### src/hw/ncc_pkg.sv
// Shared constants for the sleep-time conversion controller.
package ncc_pkg;
   // Register byte offsets of the CPU-side controller.
   localparam logic [7:0] OFS_CTRL  = 8'h00;
   localparam logic [7:0] OFS_CMD   = 8'h04;
   localparam logic [7:0] OFS_STAT  = 8'h08;
   localparam logic [7:0] OFS_ISTAT = 8'h0c;
   localparam logic [7:0] OFS_IMASK = 8'h10;
   localparam logic [7:0] OFS_PINS  = 8'h14;
   localparam logic [7:0] OFS_REF   = 8'h18;
   // Field positions.
   localparam int CTRL_EN     = 0;
   localparam int CTRL_SINGLE = 1;
   localparam int CTRL_MODE   = 4;
   localparam int CMD_SLEEP   = 0;
   localparam int CMD_START   = 1;
   localparam int ST_ASLEEP   = 0;
   localparam int ST_BUSY     = 1;
   localparam int ST_READY    = 2;
   localparam int ST_SUSPECT  = 3;
   localparam int ST_DEEP_EN  = 4;
   localparam int IRQ_CONV    = 0;
   localparam int IRQ_EXT     = 1;
   // Widths.
   localparam int NIRQ  = 2;
   localparam int PIN_W = 8;
   localparam int REF_W = 2;
   localparam int MODE_W = 3;
   // Sleep mode codes.
   localparam logic [2:0] SLP_IDLE  = 3'h0;
   localparam logic [2:0] SLP_NOISE = 3'h1;
   localparam logic [2:0] SLP_PSAVE = 3'h2;
   localparam logic [2:0] SLP_PDOWN = 3'h3;
   localparam logic [2:0] SLP_STBY  = 3'h4;
   localparam logic [2:0] SLP_XSTBY = 3'h5;
   // Reset values.
   localparam logic [2:0]  MODE_RST = 3'h0;
   localparam logic [1:0]  MASK_RST = 2'h0;
   localparam logic [7:0]  PINS_RST = 8'h00;
   localparam logic [1:0]  REF_RST  = 2'h0;

   // True for the two modes in which a sleep-time conversion may run.
   function automatic logic ncc_nc_mode(input logic [2:0] mode);
      return (mode == SLP_IDLE) || (mode == SLP_NOISE);
   endfunction
endpackage

### src/hw/ncc_link_if.sv
// Link between the CPU sleep controller and the converter control end.
`timescale 1ns/1ps
`default_nettype none
interface ncc_link_if;
   logic [2:0] sleep_mode;
   logic       cpu_halted;
   logic       conv_enable;
   logic       single_mode;
   logic       start_req;
   logic       done_ack;
   logic       conv_busy;
   logic       done_req;

   modport dev (
      input  sleep_mode,
      input  cpu_halted,
      input  conv_enable,
      input  single_mode,
      input  start_req,
      input  done_ack,
      output conv_busy,
      output done_req
   );
   modport host (
      output sleep_mode,
      output cpu_halted,
      output conv_enable,
      output single_mode,
      output start_req,
      output done_ack,
      input  conv_busy,
      input  done_req
   );
endinterface
`default_nettype wire

### src/hw/ncc_cpu_end.sv
// CPU-side sleep controller with APB registers, interrupts and pin hold.
// How it works
// - Sleep conversion only in idle or noise mode.
// - Software readies converter before noise sleep.
// - Conversion starts once the CPU clock halts.
// - Completion raises interrupt that wakes the CPU.
// - Other wake-up still gets the completion request.
// - After waking stay active until next sleep.
// - Other sleep modes leave the converter powered.
// - Software should disable converter before deep sleep.
// - Re-enabling converter makes next conversion extended.
// - Discard first result after reference change.
// - Digital port outputs frozen during conversions.
`timescale 1ns/1ps
`default_nettype none
module ncc_cpu_end
   import ncc_pkg::*;
(
   input  wire logic        clk_in,
   input  wire logic        rstn_in,
   input  wire logic        ce_in,
   input  wire logic        psel_in,
   input  wire logic        penable_in,
   input  wire logic        pwrite_in,
   input  wire logic [7:0]  paddr_in,
   input  wire logic [31:0] pwdata_in,
   output logic      [31:0] prdata_out,
   output logic             pready_out,
   output logic             pslverr_out,
   input  wire logic        irq_in,
   output logic             irq_out,
   output logic      [7:0]  pins_out,
   output logic      [1:0]  ref_sel_out,
   ncc_link_if.host         lnk
);
   typedef enum logic [1:0] {NCC_ACTIVE, NCC_HALTING, NCC_ASLEEP} ncc_slp_e;

   ncc_slp_e            state;
   ncc_slp_e            next_state;
   logic                en_q;
   logic                single_q;
   logic [MODE_W-1:0]   mode_q;
   logic [NIRQ-1:0]     mask_q;
   logic [NIRQ-1:0]     istat;
   logic [NIRQ-1:0]     ist_set;
   logic [NIRQ-1:0]     ist_clr;
   logic [PIN_W-1:0]    pins_req;
   logic                halted_q;
   logic                start_q;
   logic                ack_q;
   logic                req_q;
   logic                ref_dirty;
   logic                suspect;
   logic                deep_en;
   logic                fire;
   logic                wr;
   logic                slp_cmd;
   logic                wake;
   logic                precond;
   logic                done_rise;
   logic                ref_chg;
   logic                hit;
   logic [31:0]         rd_val;

   assign lnk.sleep_mode  = mode_q;
   assign lnk.cpu_halted  = halted_q;
   assign lnk.conv_enable = en_q;
   assign lnk.single_mode = single_q;
   assign lnk.start_req   = start_q;
   assign lnk.done_ack    = ack_q;

   always_comb
   begin
      fire      = psel_in & penable_in & pready_out;
      wr        = fire & pwrite_in;
      slp_cmd   = wr & (paddr_in == OFS_CMD) & pwdata_in[CMD_SLEEP];
      wake      = |(istat & mask_q);
      done_rise = lnk.done_req & ~req_q;
      ref_chg   = wr & (paddr_in == OFS_REF) & (pwdata_in[REF_W-1:0] != ref_sel_out);
      precond   = en_q & single_q & mask_q[IRQ_CONV] & ~lnk.conv_busy;
      ist_set   = '0;
      ist_set[IRQ_CONV] = done_rise;
      ist_set[IRQ_EXT]  = irq_in;
      ist_clr   = (wr & (paddr_in == OFS_ISTAT)) ? pwdata_in[NIRQ-1:0] : '0;
   end

   always_comb
   begin
      hit    = 1'b1;
      rd_val = 32'h0000_0000;
      case (paddr_in)
         OFS_CTRL:
         begin
            rd_val[CTRL_EN]     = en_q;
            rd_val[CTRL_SINGLE] = single_q;
            rd_val[CTRL_MODE +: MODE_W] = mode_q;
         end
         OFS_CMD:   rd_val = 32'h0000_0000;
         OFS_STAT:
         begin
            rd_val[ST_ASLEEP]  = halted_q;
            rd_val[ST_BUSY]    = lnk.conv_busy;
            rd_val[ST_READY]   = precond;
            rd_val[ST_SUSPECT] = suspect;
            rd_val[ST_DEEP_EN] = deep_en;
         end
         OFS_ISTAT: rd_val[NIRQ-1:0]  = istat;
         OFS_IMASK: rd_val[NIRQ-1:0]  = mask_q;
         OFS_PINS:  rd_val[PIN_W-1:0] = pins_req;
         OFS_REF:   rd_val[REF_W-1:0] = ref_sel_out;
         default:   hit = 1'b0;
      endcase
   end

   // One wait state: the slave answers in the second access cycle.
   always_ff @(posedge clk_in or negedge rstn_in)
   begin
      if (!rstn_in)
      begin
         pready_out  <= 1'b0;
         pslverr_out <= 1'b0;
         prdata_out  <= 32'h0000_0000;
      end
      else if (ce_in)
      begin
         pready_out  <= psel_in & penable_in & ~pready_out;
         pslverr_out <= psel_in & penable_in & ~pready_out & ~hit;
         prdata_out  <= (psel_in & penable_in & ~pready_out & ~pwrite_in) ? rd_val : 32'h0;
      end
   end

   always_ff @(posedge clk_in or negedge rstn_in)
   begin
      if (!rstn_in)
      begin
         en_q        <= 1'b0;
         single_q    <= 1'b0;
         mode_q      <= MODE_RST;
         mask_q      <= MASK_RST;
         pins_req    <= PINS_RST;
         ref_sel_out <= REF_RST;
      end
      else if (ce_in && wr)
      begin
         case (paddr_in)
            OFS_CTRL:
            begin
               en_q     <= pwdata_in[CTRL_EN];
               single_q <= pwdata_in[CTRL_SINGLE];
               mode_q   <= pwdata_in[CTRL_MODE +: MODE_W];
            end
            OFS_IMASK: mask_q      <= pwdata_in[NIRQ-1:0];
            OFS_PINS:  pins_req    <= pwdata_in[PIN_W-1:0];
            OFS_REF:   ref_sel_out <= pwdata_in[REF_W-1:0];
            default:   mask_q      <= mask_q;
         endcase
      end
   end

   always_ff @(posedge clk_in or negedge rstn_in)
   begin
      if (!rstn_in)
      begin
         start_q <= 1'b0;
         ack_q   <= 1'b0;
         req_q   <= 1'b0;
         irq_out <= 1'b0;
      end
      else if (ce_in)
      begin
         start_q <= wr & (paddr_in == OFS_CMD) & pwdata_in[CMD_START];
         ack_q   <= wr & (paddr_in == OFS_ISTAT) & pwdata_in[IRQ_CONV];
         req_q   <= lnk.done_req;
         irq_out <= wake;
      end
   end

   // other interrupts set their own bit
   ncc_sticky #(.W (NIRQ)) u_istat (
      .clk_in  (clk_in),
      .rstn_in (rstn_in),
      .ce_in   (ce_in),
      .set_in  (ist_set),
      .clr_in  (ist_clr),
      .q_out   (istat)
   );

   always_comb
   begin
      next_state = state;
      case (state)
         NCC_ACTIVE:
         begin
            if (slp_cmd)
            begin
               next_state = NCC_HALTING;
            end
         end
         NCC_HALTING: next_state = NCC_ASLEEP;
         NCC_ASLEEP:
         begin
            if (wake)
            begin
               next_state = NCC_ACTIVE;
            end
         end
         default:     next_state = NCC_ACTIVE;
      endcase
   end

   always_ff @(posedge clk_in or negedge rstn_in)
   begin
      if (!rstn_in)
      begin
         state    <= NCC_ACTIVE;
         halted_q <= 1'b0;
         deep_en  <= 1'b0;
      end
      else if (ce_in)
      begin
         state    <= next_state;
         halted_q <= (next_state == NCC_ASLEEP);
         if (slp_cmd)
         begin
            deep_en <= en_q & ~ncc_nc_mode(mode_q);
         end
      end
   end

   // mark result after reference change
   // A change in the same cycle as a completion still marks the next result.
   always_ff @(posedge clk_in or negedge rstn_in)
   begin
      if (!rstn_in)
      begin
         ref_dirty <= 1'b0;
         suspect   <= 1'b0;
      end
      else if (ce_in)
      begin
         if (done_rise)
         begin
            suspect   <= ref_dirty;
            ref_dirty <= ref_chg;
         end
         else if (ref_chg)
         begin
            ref_dirty <= 1'b1;
         end
      end
   end

   always_ff @(posedge clk_in or negedge rstn_in)
   begin
      if (!rstn_in)
      begin
         pins_out <= PINS_RST;
      end
      else if (ce_in && !lnk.conv_busy)
      begin
         pins_out <= pins_req;
      end
   end
endmodule
`default_nettype wire

### src/hw/ncc_sticky.sv
// Sticky event bits, cleared by write-one, where a set beats a clear.
`timescale 1ns/1ps
`default_nettype none
module ncc_sticky #(
   parameter int W = 2
) (
   input  wire logic         clk_in,
   input  wire logic         rstn_in,
   input  wire logic         ce_in,
   input  wire logic [W-1:0] set_in,
   input  wire logic [W-1:0] clr_in,
   output logic      [W-1:0] q_out
);
   always_ff @(posedge clk_in or negedge rstn_in)
   begin
      if (!rstn_in)
      begin
         q_out <= '0;
      end
      else if (ce_in)
      begin
         q_out <= set_in | (q_out & ~clr_in);
      end
   end
endmodule
`default_nettype wire

### src/flat_wrapper.sv
// flat-port wrapper written by rule: the top's interface ports become plain ports
module ncc_cpu_end_flat import ncc_pkg::*;
  (clk_in, rstn_in, ce_in, psel_in, penable_in, pwrite_in, paddr_in, pwdata_in, prdata_out, pready_out, pslverr_out, irq_in, irq_out, pins_out, ref_sel_out, lnk_sleep_mode, lnk_cpu_halted, lnk_conv_enable, lnk_single_mode, lnk_start_req, lnk_done_ack, lnk_conv_busy, lnk_done_req);
  ncc_link_if lnk_i ();
  input  wire logic clk_in;
  input  wire logic rstn_in;
  input  wire logic ce_in;
  input  wire logic psel_in;
  input  wire logic penable_in;
  input  wire logic pwrite_in;
  input  wire logic [7:0] paddr_in;
  input  wire logic [31:0] pwdata_in;
  output logic      [31:0] prdata_out;
  output logic pready_out;
  output logic pslverr_out;
  input  wire logic irq_in;
  output logic irq_out;
  output logic      [7:0] pins_out;
  output logic      [1:0] ref_sel_out;
  output wire logic [$bits(lnk_i.sleep_mode)-1:0] lnk_sleep_mode;
  output wire logic [$bits(lnk_i.cpu_halted)-1:0] lnk_cpu_halted;
  output wire logic [$bits(lnk_i.conv_enable)-1:0] lnk_conv_enable;
  output wire logic [$bits(lnk_i.single_mode)-1:0] lnk_single_mode;
  output wire logic [$bits(lnk_i.start_req)-1:0] lnk_start_req;
  output wire logic [$bits(lnk_i.done_ack)-1:0] lnk_done_ack;
  input wire logic [$bits(lnk_i.conv_busy)-1:0] lnk_conv_busy;
  input wire logic [$bits(lnk_i.done_req)-1:0] lnk_done_req;
  assign lnk_sleep_mode = lnk_i.sleep_mode;
  assign lnk_cpu_halted = lnk_i.cpu_halted;
  assign lnk_conv_enable = lnk_i.conv_enable;
  assign lnk_single_mode = lnk_i.single_mode;
  assign lnk_start_req = lnk_i.start_req;
  assign lnk_done_ack = lnk_i.done_ack;
  assign lnk_i.conv_busy = lnk_conv_busy;
  assign lnk_i.done_req = lnk_done_req;
  ncc_cpu_end u_core (.clk_in(clk_in), .rstn_in(rstn_in), .ce_in(ce_in), .psel_in(psel_in), .penable_in(penable_in), .pwrite_in(pwrite_in), .paddr_in(paddr_in), .pwdata_in(pwdata_in), .prdata_out(prdata_out), .pready_out(pready_out), .pslverr_out(pslverr_out), .irq_in(irq_in), .irq_out(irq_out), .pins_out(pins_out), .ref_sel_out(ref_sel_out), .lnk(lnk_i));
endmodule
### config.mk
export PLATFORM = sky130hd
export DESIGN_NAME = ncc_cpu_end_flat
export DESIGN_NICKNAME = d
export VERILOG_FILES = /design/src/hw/ncc_pkg.sv /design/src/hw/ncc_link_if.sv /design/src/hw/ncc_cpu_end.sv /design/src/hw/ncc_sticky.sv /design/src/flat_wrapper.sv
export SDC_FILE = /design/constraint.sdc
export NUM_CORES = 1
export LEC_CHECK = 0
export BUFFER_PORTS_ARGS = -buffer_cell sky130_fd_sc_hd__buf_2
export CORE_UTILIZATION = 47
export CTS_CLUSTER_DIAMETER = 120
export DETAILED_ROUTE_END_ITERATION = 12
export PLACE_DENSITY = 0.84
export SYNTH_ARGS = -nofsm -noshare
export SYNTH_HDL_FRONTEND = slang
export SYNTH_HIERARCHICAL = 1
export SYNTH_SLANG_ARGS = --single-unit
### constraint.sdc
create_clock -name clk_in -period 1.97 [get_ports clk_in]
set_input_delay 0.2955 -clock clk_in [delete_from_list [all_inputs] [get_ports clk_in]]
set_output_delay 0.2955 -clock clk_in [all_outputs]
set_load 0.02 [all_outputs]
==> impl_results.md, run 1 <==
* Outcome: complete, no violations
* FILL cells at 427
* Sequential share of the synthesized area at 49.6%
* Initial antenna violation count at 0
* GR peak layer: met2
* Worst skew pair latency at 0.31 ns
* Dpl cells at 324
* Yosys Warn Count at 6
* First-pass GRT wire length at 7790 um
* Reg2reg path depth at 4
* GPL Wtd Cong at 0.870
* Leakage at 1.46 nW
* Antenna-violating nets left at 0
* Fraction of layout cells with a size suffix above 1 at 42.4%
* Total core area at 4790 um^2
* Setup repair after global routing missed its margin: false
* Crit. End Element: register
* Worst-case clock buffer depth at 2
* CP Launch Type: register
* Critical Path Max Stage Delay at 0.50 ns
* Critical path class: register to register
* Residual DRC count at 0
* Final Max Slew Viols at 0
* Number of synthesized register bits at 47
* Power per cell area at 670 nW/um^2
* Post-synth EDFFs at 0
* Compound-gate portion of the synthesized area at 8.33%
* Synth Flop Type: dfrtp_1
* Layout Cells excl Fill at 331
* Post-Synth XOR/XNOR Area at 0.738%
* Worst Hold Class: input port to asynchronous set/reset pin
* Chip width at 73.0 um
* Dpl hpwl at 3650 um
* Total grt overflow at 0
* FP Rows at 25
* Fin. Hold Viols at 0
* Simple-gate portion of the synthesized area at 14.7%
* Worst-margin pin slew at 0.592 ns
* Critical R2R Launch: u_core/pready_out$_DFFE_PN0P_
* CP Launch Point: u_core/pready_out$_DFFE_PN0P_
* Cells after synthesis at 201
* Final Instance Area at 2780 um^2
* Layout Skew at 0.0113 ns
* Max rail drop VDD at 0.390 mV
* Via density at 5.22
* DRT Wirelength at 5030 um
* Ys async rst share at 100%
* Largest family of logic cells by synthesized area: multiplexers
* Final min period at 1.74 ns
* Root buffer selected by CTS: clkbuf_8
* Final #Nets at 313
* Max Freq at 0.576 GHz
* Slowest CP cell: or4_4
* WP data arrival at 1.93 ns
* Setup violations, final at 0
* CTS clk-pin slew, worst paths at 0.08 ns
* Crit path max fanout at 5
* Post-CTS Setup Bufs at 0
* TritonCTS Buffers at 5
* Cell variety after synth at 42
* Met2 usage at 30.3%
* Relative slew margins at 60.5%
* Die Ht at 73.0 um
* H-tree levels at 2
* Crit path cell chain: nand4_1, or4_4, nor2_1, mux2_2
* Total GRT Usage at 19.9%
* First-pass iteration count of the detailed router at 4
* Max_cap viols at 0
* Mux contribution to synthesized area at 16.4%
* Placed cell area at 2670 um^2
* Met1 usage at 27.0%
* P&R area growth vs syn at 17.0%
* Vias at 1728
* Initial Utilization at 49.6%
* Area share of fa/ha/maj cells after synthesis at 0%
* Avg Inst Size Synth at 11.8 um^2
* Largest net degree at the start of global routing at 48
* Crit path required time at 2.16 ns
* Antenna Cells at 0
* Mapped cell area at 2370 um^2
* Setup TNS at 0 ns
* Met3 Use GR at 4.83%
* Die area at 5340 um^2
* Post-CTS sizing at 0
* Hold_ws at 0.0633 ns
* # hold bufs at CTS at 0
* Vias in the first global route at 1562
* Tcrit/Tclk final at 88.1%
* # IOs at 102
* Input/output buffers at 53
* Drt wl/cell at 15.2 um
* CTS sink count at 47
* CTS tree: done
* Initial DRC count at 105
==> state kept, by name (all words and copies together) (netlist names), 2 cells and up <==
signal	count
u_core/mask_q	2
u_core/lnk.sleep_mode	3
u_core/pins_req	8
u_core/state	2
u_core/u_istat/q_out	2
u_core/pins_out	8
u_core/ref_sel_out	2
u_core/prdata_out	8
==> cell families after synthesis <==
| kind of cell | Yosys count |
|---|---|
| compound gates | 27 |
| xor+xnor | 2 |
| buf+inv | 37 |
| flops | 47 |
| mux | 35 |
| other cells | 1 |
| simple gates | 52 |
==> synthesized netlist by cell type (all sizes together) (3+ instances only) <==
cell type | number | area share [%]
dfrtp | 47 | 50
mux2 | 30 | 14
buf | 26 | 8.4
nor2 | 13 | 3.0
nand2 | 9 | 1.4
inv | 6 | 0.95
a22o | 5 | 1.8
mux2i | 5 | 2.1
or4 | 5 | 2.1
a21oi | 4 | 0.84
a221o | 4 | 1.7
clkbuf | 4 | 0.63
o21ai | 4 | 0.84
and3 | 3 | 0.79
nand4 | 3 | 0.79
nor2b | 3 | 0.79
or4b | 3 | 1.4
==> area by class of cell <==
type,count,area (um^2),share of cell area [%]
clock buffers,5,68.8,2.48
multi-input cells,140,1040,37.6
inverters,7,26.3,0.947
clock inverters,2,37.5,1.35
repair buffers,63,340,12.3
flip-flops and latches,47,1180,42.4
well taps,67,83.8,3.02
==> critical path: cells and delay by family (launching register included) <==
family | cells | cell delay (ns)
flip-flops | 1 | 0.41
AND/OR/NAND/NOR | 3 | 0.86
multiplexers | 1 | 0.36
==> report_power, final <==
part / internal [W] / leakage, nW / switching, W
registers: 0.000974 / 0.634 / 0.00000720
logic: 0.0000563 / 0.779 / 0.000129
clock network: 0.000371 / 0.0502 / 0.000321
total: 0.00140 / 1.46 / 0.000457
==> layer usage <==
layer	routed length [um]	up-vias
li1	-	799
met1	2170	842
met2	2410	76
met3	365	11
met4	87	0
met5	0	-
==> placed cells by master (no fill, tap or decap), types with 3 or more instances in the layout <==
cell,count
a21oi_1,4
conb_1,24
dfrtp_1,47
nand4_1,3
o21ai_0,4
mux2_2,30
buf_4,10
buf_2,53
a221o_1,4
mux2i_1,5
a22o_1,5
inv_1,6
nand2_1,9
and3_1,3
or4_4,3
nor2_1,10
nor2b_1,3
clkbuf_8,5
==> path summary, 6_finish.rpt <==
path	to	slack, ns
min in group clk_in	u_core/pins_req[2]$_DFFE_PN0P_	0.22
setup / recovery	u_core/mask_q[1]$_DFFE_PN0P_	0.23
max in group asynchronous	u_core/state[1]$_DFFE_PN0P_	1.49
hold / removal	u_core/req_q$_DFFE_PN0P_	0.06
hold reg to reg	u_core/prdata_out[1]$_DFFE_PN0P_	0.50
setup reg to reg	u_core/mask_q[1]$_DFFE_PN0P_	0.23
==> metrics by stage <==
stage / total power, W / util (%) / worst slack, ns
after floorplan: 0.00114 / - / 0.126
after CTS: 0.00188 / 58.0 / 0.225
after global routing: 0.00194 / 58.0 / 0.160
after detailed placement: 0.00118 / 55.8 / -0.0859
final: 0.00186 / 58.0 / 0.234
after global placement: 0.00118 / 55.8 / -0.0884
(Power assumes the default switching activity.)
==> run 2, diff against run 1 <==
- CTS_BUF_LIST: not set -> sky130_fd_sc_hd__clkbuf_16
==> run 2 against run 1 <==
Compared with the run above:
- critical path depth up 1
- critical path type is now input port to register
- hold slack better by 0.027 ns
- final area up 2.0%
- sequential power about the same
- clock skew down 0.0050 ns
- critical endpoint is now u_core/pins_req[3]$_DFFE_PN0P_
==> impl_results.md, run 2 (synthesized netlist as in run 1, its figures left out) <==
* Outcome: complete, no violations
* Fin. Hold Viols at 0 (unchanged)
* TritonCTS Buffers at 5 (unchanged)
* Met3 Use GR at 5.11% (+0.28 points)
* Post-CTS Setup Bufs at 0 (unchanged)
* Via density at 5.15 (-1.4%)
* Largest registers: u_core/pins_out: 8 flops, u_core/pins_req: 8 flops, u_core/prdata_out: 8 flops
* Relative slew margins at 60.7% (+0.19 points)
* Vias at 1703 (-1.4%)
* CTS tree: done
* Post-layout util at 59.2% (+1.2 points)
* Total core area at 4790 um^2 (unchanged)
* # IOs at 102 (unchanged)
* CTS clk-pin slew, worst paths at 0.06 ns (-0.02 ns)
* Critical path class: input port to register
* Gate power share at 8.8% (-1.2 points)
* Total grt overflow at 0 (unchanged)
* CTS sink count at 47 (unchanged)
* Critical R2R Launch: u_core/pready_out$_DFFE_PN0P_
* Drt wl/cell at 15.1 um (-0.56%)
* Fraction of layout cells with a size suffix above 1 at 42.4% (unchanged)
* Power per cell area at 743 nW/um^2 (+11%)
* PnR worst setup slack at 0.213 ns (-0.0211 ns)
* Antenna-violating nets left at 0 (unchanged)
* Cell family with most CP delay: simple AND/OR/NAND/NOR gates
* Sw frac at 22.9% (-1.7 points)
* Largest net degree at the start of global routing at 48 (unchanged)
* Input/output buffers at 53 (unchanged)
* Dpl hpwl at 3650 um (unchanged)
* WP data arrival at 1.93 ns (about the same)
* P_int at 0.00162 W (+16%)
* Final min period at 1.76 ns (+0.0211 ns)
* Residual DRC count at 0 (unchanged)
* Worst Hold Class: input port to asynchronous set/reset pin
* FILL cells at 418 (-2.1%)
* First-pass iteration count of the detailed router at 4 (unchanged)
* Worst Path Buf+Inv at 1 (+1)
* Root buffer selected by CTS: clkbuf_16
* Final #Nets at 313 (unchanged)
* FP Rows at 25 (unchanged)
* Max rail drop VDD at 0.399 mV (+2.3%)
* Post-CTS sizing at 0 (unchanged)
* Initial Utilization at 49.6% (unchanged)
* Setup repair after global routing missed its margin: false
* DRT Wirelength at 5000 um (-0.56%)
* Sequential Area at 1180 um^2 (unchanged)
* Slowest CP cell: or4_4
* Switching pwr at 0.000482 W (+5.5%)
* Layout Skew at 0.00636 ns (-0.00496 ns)
* Vias in the first global route at 1569 (+0.45%)
* Crit path required time at 2.14 ns (-0.02 ns)
* Critical Path Max Stage Delay at 0.56 ns (+0.06 ns)
* Clock share of power at 44.5% (+7.2 points)
* P&R area growth vs syn at 19.4%
* Leakage at 1.49 nW (+1.8%)
* Crit path max fanout at 8 (+3)
* Max Freq at 0.569 GHz (-1.2%)
* Crit path cell chain: buf_2, or3_1, or4_4, nor2_8, mux2_2
* Sequential Power Share at 46.7% (-6.1 points)
* Reg2reg path depth at 4 (unchanged)
* Footprint of the multi-input gates at 1040 um^2 (unchanged)
* Worst-margin pin slew at 0.589 ns (-0.00281 ns)
* Die Ht at 73.0 um (unchanged)
* Reg-to-Reg End: u_core/pins_req[3]$_DFFE_PN0P_
* Crit. End Element: register
* Pre-CTS WS at -0.0859 ns (unchanged)
* Crit path capture: u_core/pins_req[3]$_DFFE_PN0P_
* CP Launch Type: input port
* Number of cells on the critical path at 5 (+1)
* Max_cap viols at 0 (unchanged)
* # hold bufs at CTS at 0 (unchanged)
* Setup violations, final at 0 (unchanged)
* Flop-to-flop setup slack at 0.23 ns (about the same)
* Layout Cells excl Fill at 331 (unchanged)
* Final Max Slew Viols at 0 (unchanged)
* Worst-case clock buffer depth at 2 (unchanged)
* Most frequent cells in the layout: 53 x buf_2, 47 x dfrtp_1, 30 x mux2_2, 24 x conb_1
* Met1 usage at 27.7% (+0.69 points)
* Power Total at 0.00210 W (+13%)
* Antenna Cells at 0 (unchanged)
* CP Launch Point: paddr_in[5]
* H-tree levels at 2 (unchanged)
* GPL Wtd Cong at 0.870 (unchanged)
* Total GRT Usage at 20.0% (+0.083 points)
* Worst skew pair latency at 0.29 ns (-0.02 ns)
* Dpl cells at 324 (unchanged)
* Die area at 5340 um^2 (unchanged)
* Chip width at 73.0 um (unchanged)
* Hold_ws at 0.0907 ns (+0.0274 ns)
* Tcrit/Tclk final at 89.2% (+1.1 points)
* First-pass GRT wire length at 7850 um (+0.71%)
* Initial DRC count at 92 (-12%)
* Initial antenna violation count at 0 (unchanged)
* GR peak layer: met2
* Met2 usage at 29.3% (-1.0 points)
* Commonest non-fill, non-tap cell in the layout: buf_2
run 2: worst min path at each step:
stage / from / endpoint / cells after the start
2_1_floorplan: rstn_in / u_core/deep_en$_DFFE_PN0P_ / 0
3_3_place_gp: rstn_in / u_core/lnk.start_req$_DFFE_PN0P_ / 2
6_report: rstn_in / u_core/req_q$_DFFE_PN0P_ / 2
5_1_grt: rstn_in / u_core/lnk.done_ack$_DFFE_PN0P_ / 2
4_1_cts: rstn_in / u_core/pins_req[1]$_DFFE_PN0P_ / 2
3_5_place_dp: rstn_in / u_core/lnk.start_req$_DFFE_PN0P_ / 2
run 2: cell type report:
class	instances	share of cell area [%]
repair buffers	63	12.0
clock inverters	2	1.33
well taps	67	2.96
clock buffers	5	4.42
flip-flops and latches	47	41.5
inverters	7	0.928
multi-input cells	140	36.8
run 2: power groups by stage:
stage | clock network (W) | logic [W] | registers [W]
2_1_floorplan | 0 | 0.000133 | 0.00101
3_3_place_gp | 0 | 0.000182 | 0.000999
3_5_place_dp | 0 | 0.000185 | 0.00100
4_1_cts | 0.000951 | 0.000186 | 0.000982
5_1_grt | 0.000997 | 0.000204 | 0.000983
6_report | 0.000937 | 0.000185 | 0.000982
run 2: per-stage QoR:
stage	setup TNS (ns)	cell area, um^2
finish	0	2830
global route	0	2830
CTS	0	2830
detailed placement	-0.887	2670
global placement	-0.971	2670
floorplan	0	2460
run 2: layer usage:
metal | share of wire [%] | vias up
li1 | - | 800
met1 | 45 | 826
met2 | 47 | 69
met3 | 6.1 | 8
met4 | 1.8 | 0
met5 | 0 | -
run 2: worst register-to-register path, delay by kind of cell, from the launching register on:
family	cells	cell delay, ns
DFF	1	0.40
muxes	1	0.36
and+or+nand+nor	3	0.87
==> run 3, diff against run 2 <==
- BUFFER_PORTS_ARGS: -buffer_cell sky130_fd_sc_hd__buf_2 -> -buffer_cell sky130_fd_sc_hd__buf_4
==> run 3 against run 2 <==
Compared with the run above:
- register-to-register slack lost 0.02 ns
- hold slack lost 0.085 ns
- via count grew 1.8%
- clock power shrank 15%
- flip-flop and latch count is the same
- first-iteration DRC count grew 16%
- clock-buffer cell count is the same
- fmax shrank 0.82%
- critical path depth is the same
- largest cell class unchanged
- critical endpoint is now u_core/pins_req[2]$_DFFE_PN0P_
- die area is the same
==> impl_results.md, run 3 (synthesized netlist as in run 1, its figures left out) <==
* Setup repair after global routing missed its margin: false
* Total core area at 4790 um^2 (unchanged)
* WP data arrival at 1.94 ns (about the same)
* Initial Utilization at 49.6% (unchanged)
* Power per cell area at 674 nW/um^2 (-9.3%)
* FP Rows at 25 (unchanged)
* # hold bufs at CTS at 0 (unchanged)
* FILL cells at 408 (-2.4%)
* Reg2reg path depth at 4 (unchanged)
* Via density at 5.24 (+1.8%)
* Total GRT Usage at 20.4% (+0.38 points)
* Outcome: complete, no violations
* Setup TNS at 0 ns (unchanged)
* Worst-margin pin slew at 0.570 ns (-0.0197 ns)
* Vias in the first global route at 1623 (+3.4%)
* Crit path max fanout at 8 (unchanged)
* Fraction of layout cells with a size suffix above 1 at 42.4% (unchanged)
* Largest net degree at the start of global routing at 48 (unchanged)
* GPL Wtd Cong at 0.900 (+3.4%)
* Max_cap viols at 0 (unchanged)
* CP Launch Point: paddr_in[5]
* Largest registers: u_core/pins_out: 8 flops, u_core/pins_req: 8 flops, u_core/prdata_out: 8 flops
* Antenna Cells at 0 (unchanged)
* Critical R2R Launch: u_core/pready_out$_DFFE_PN0P_
* # IOs at 102 (unchanged)
* Vias at 1734 (+1.8%)
* CTS sink count at 47 (unchanged)
* Drt wl/cell at 15.3 um (+0.98%)
* Commonest non-fill, non-tap cell in the layout: buf_4
* Crit. End Element: register
* Initial antenna violation count at 0 (unchanged)
* Setup violations, final at 0 (unchanged)
* Hold_ws at 0.00589 ns (-0.0848 ns)
* Worst Hold Class: input port to asynchronous set/reset pin
* CTS tree: done
* Number of cells on the critical path at 5 (unchanged)
* Final min period at 1.77 ns (+0.0146 ns)
* Root buffer selected by CTS: clkbuf_16
* Final Instance Area at 2940 um^2 (+3.8%)
* Slowest CP cell: or4_4
* Placed cell area at 2800 um^2 (+5.0%)
* TritonCTS Buffers at 5 (unchanged)
* Input/output buffers at 53 (unchanged)
* CP Launch Type: input port
* Power Total at 0.00198 W (-5.8%)
* Max Freq at 0.564 GHz (-0.82%)
* Post-CTS sizing at 0 (unchanged)
* Residual DRC count at 0 (unchanged)
* Crit path required time at 2.14 ns (about the same)
* Critical Path Max Stage Delay at 0.56 ns (about the same)
* First-pass GRT wire length at 8020 um (+2.2%)
* Worst-case clock buffer depth at 2 (unchanged)
* Die area at 5340 um^2 (unchanged)
* CTS clk-pin slew, worst paths at 0.06 ns (about the same)
* Max rail drop VDD at 0.371 mV (-6.8%)
* Critical path class: input port to register
* DRT Wirelength at 5050 um (+0.98%)
* Cell family with most CP delay: simple AND/OR/NAND/NOR gates
* Total grt overflow at 0 (unchanged)
* Crit path cell chain: buf_4, or3_1, or4_4, nor2_8, mux2_2
* Worst Path Buf+Inv at 1 (unchanged)
* Antenna-violating nets left at 0 (unchanged)
* Layout Skew at 0.00494 ns (-0.00143 ns)
* Flop-to-flop setup slack at 0.21 ns (-0.02 ns)
* Relative slew margins at 62.0% (+1.3 points)
* P&R area growth vs syn at 23.9%
* Fin. Hold Viols at 0 (unchanged)
* H-tree levels at 2 (unchanged)
* Die Ht at 73.0 um (unchanged)
* Dpl hpwl at 3750 um (+2.7%)
* Most frequent cells in the layout: 63 x buf_4, 47 x dfrtp_1, 30 x mux2_2, 24 x conb_1, 10 x nor2_1
* Chip width at 73.0 um (unchanged)
* Initial DRC count at 107 (+16%)
* First-pass iteration count of the detailed router at 4 (unchanged)
* Tcrit/Tclk final at 89.9% (+0.74 points)
* Post-CTS Setup Bufs at 0 (unchanged)
* Worst skew pair latency at 0.29 ns (about the same)
* Reg-to-Reg End: u_core/pins_req[2]$_DFFE_PN0P_
* Post-layout util at 61.4% (+2.3 points)
* Final #Nets at 313 (unchanged)
* Crit path capture: u_core/pins_req[2]$_DFFE_PN0P_
* Final Max Slew Viols at 0 (unchanged)
* Leakage at 1.50 nW (+0.89%)
==> run 3: changes by cell type in the layout (fill, tap and decap cells not counted) <==
| cell | change |
|---|---|
| clkinv_2 | +1 |
| buf_4 | +53 |
| bufinv_16 | -1 |
| clkinv_4 | +1 |
| buf_2 | -53 |
| clkinvlp_4 | -1 |
==> run 3: stage by stage <==
stage / setup WS (ns) / instances
floorplan: 0.126 / 224
finish: 0.198 / 331
CTS: 0.204 / 331
global placement: -0.0833 / 324
global route: 0.152 / 331
detailed placement: -0.0845 / 324
==> run 3: worst min path at each step <==
stage                                       endpoint  depth (start not counted)
floorplan                 u_core/deep_en$_DFFE_PN0P_                          0
global placement    u_core/lnk.start_req$_DFFE_PN0P_                          1
detailed placement        u_core/irq_out$_DFFE_PN0P_                          1
CTS                   u_core/pins_out[1]$_DFFE_PN0P_                          1
global route              u_core/irq_out$_DFFE_PN0P_                          1
finish                    u_core/irq_out$_DFFE_PN0P_                          1
==> run 3: worst register-to-register path, delay by kind of cell, from the launching register on <==
family           cells  cell delay [ns]
AND/OR/NAND/NOR      3             0.87
flip-flops           1             0.41
multiplexers         1             0.36
==> run 3: area by class of cell <==
type | instances | area (um^2) | share of cell area (%)
well taps | 67 | 83.8 | 2.85
clock inverters | 2 | 13.8 | 0.468
flip-flops and latches | 47 | 1180 | 40.0
multi-input cells | 140 | 1040 | 35.4
inverters | 7 | 26.3 | 0.894
repair buffers | 63 | 473 | 16.1
clock buffers | 5 | 125 | 4.26
==> run 3: layer usage <==
layer / vias to the layer above / track usage [%] / share of wire [%]
met2: 66 / 32.5 / 48
met4: 0 / 7.41 / 1.2
met3: 8 / 6.08 / 6.9
met5: - / 0 / 0
met1: 860 / 26.2 / 44
li1: 800 / - / -
==> run 3: power by group <==
part | internal [W] | total (W) | switching, W
sequential | 0.000975 | 0.000982 | 0.00000714
combinational | 0.0000727 | 0.000202 | 0.000129
clock | 0.000462 | 0.000798 | 0.000336
total | 0.00151 | 0.00198 | 0.000472
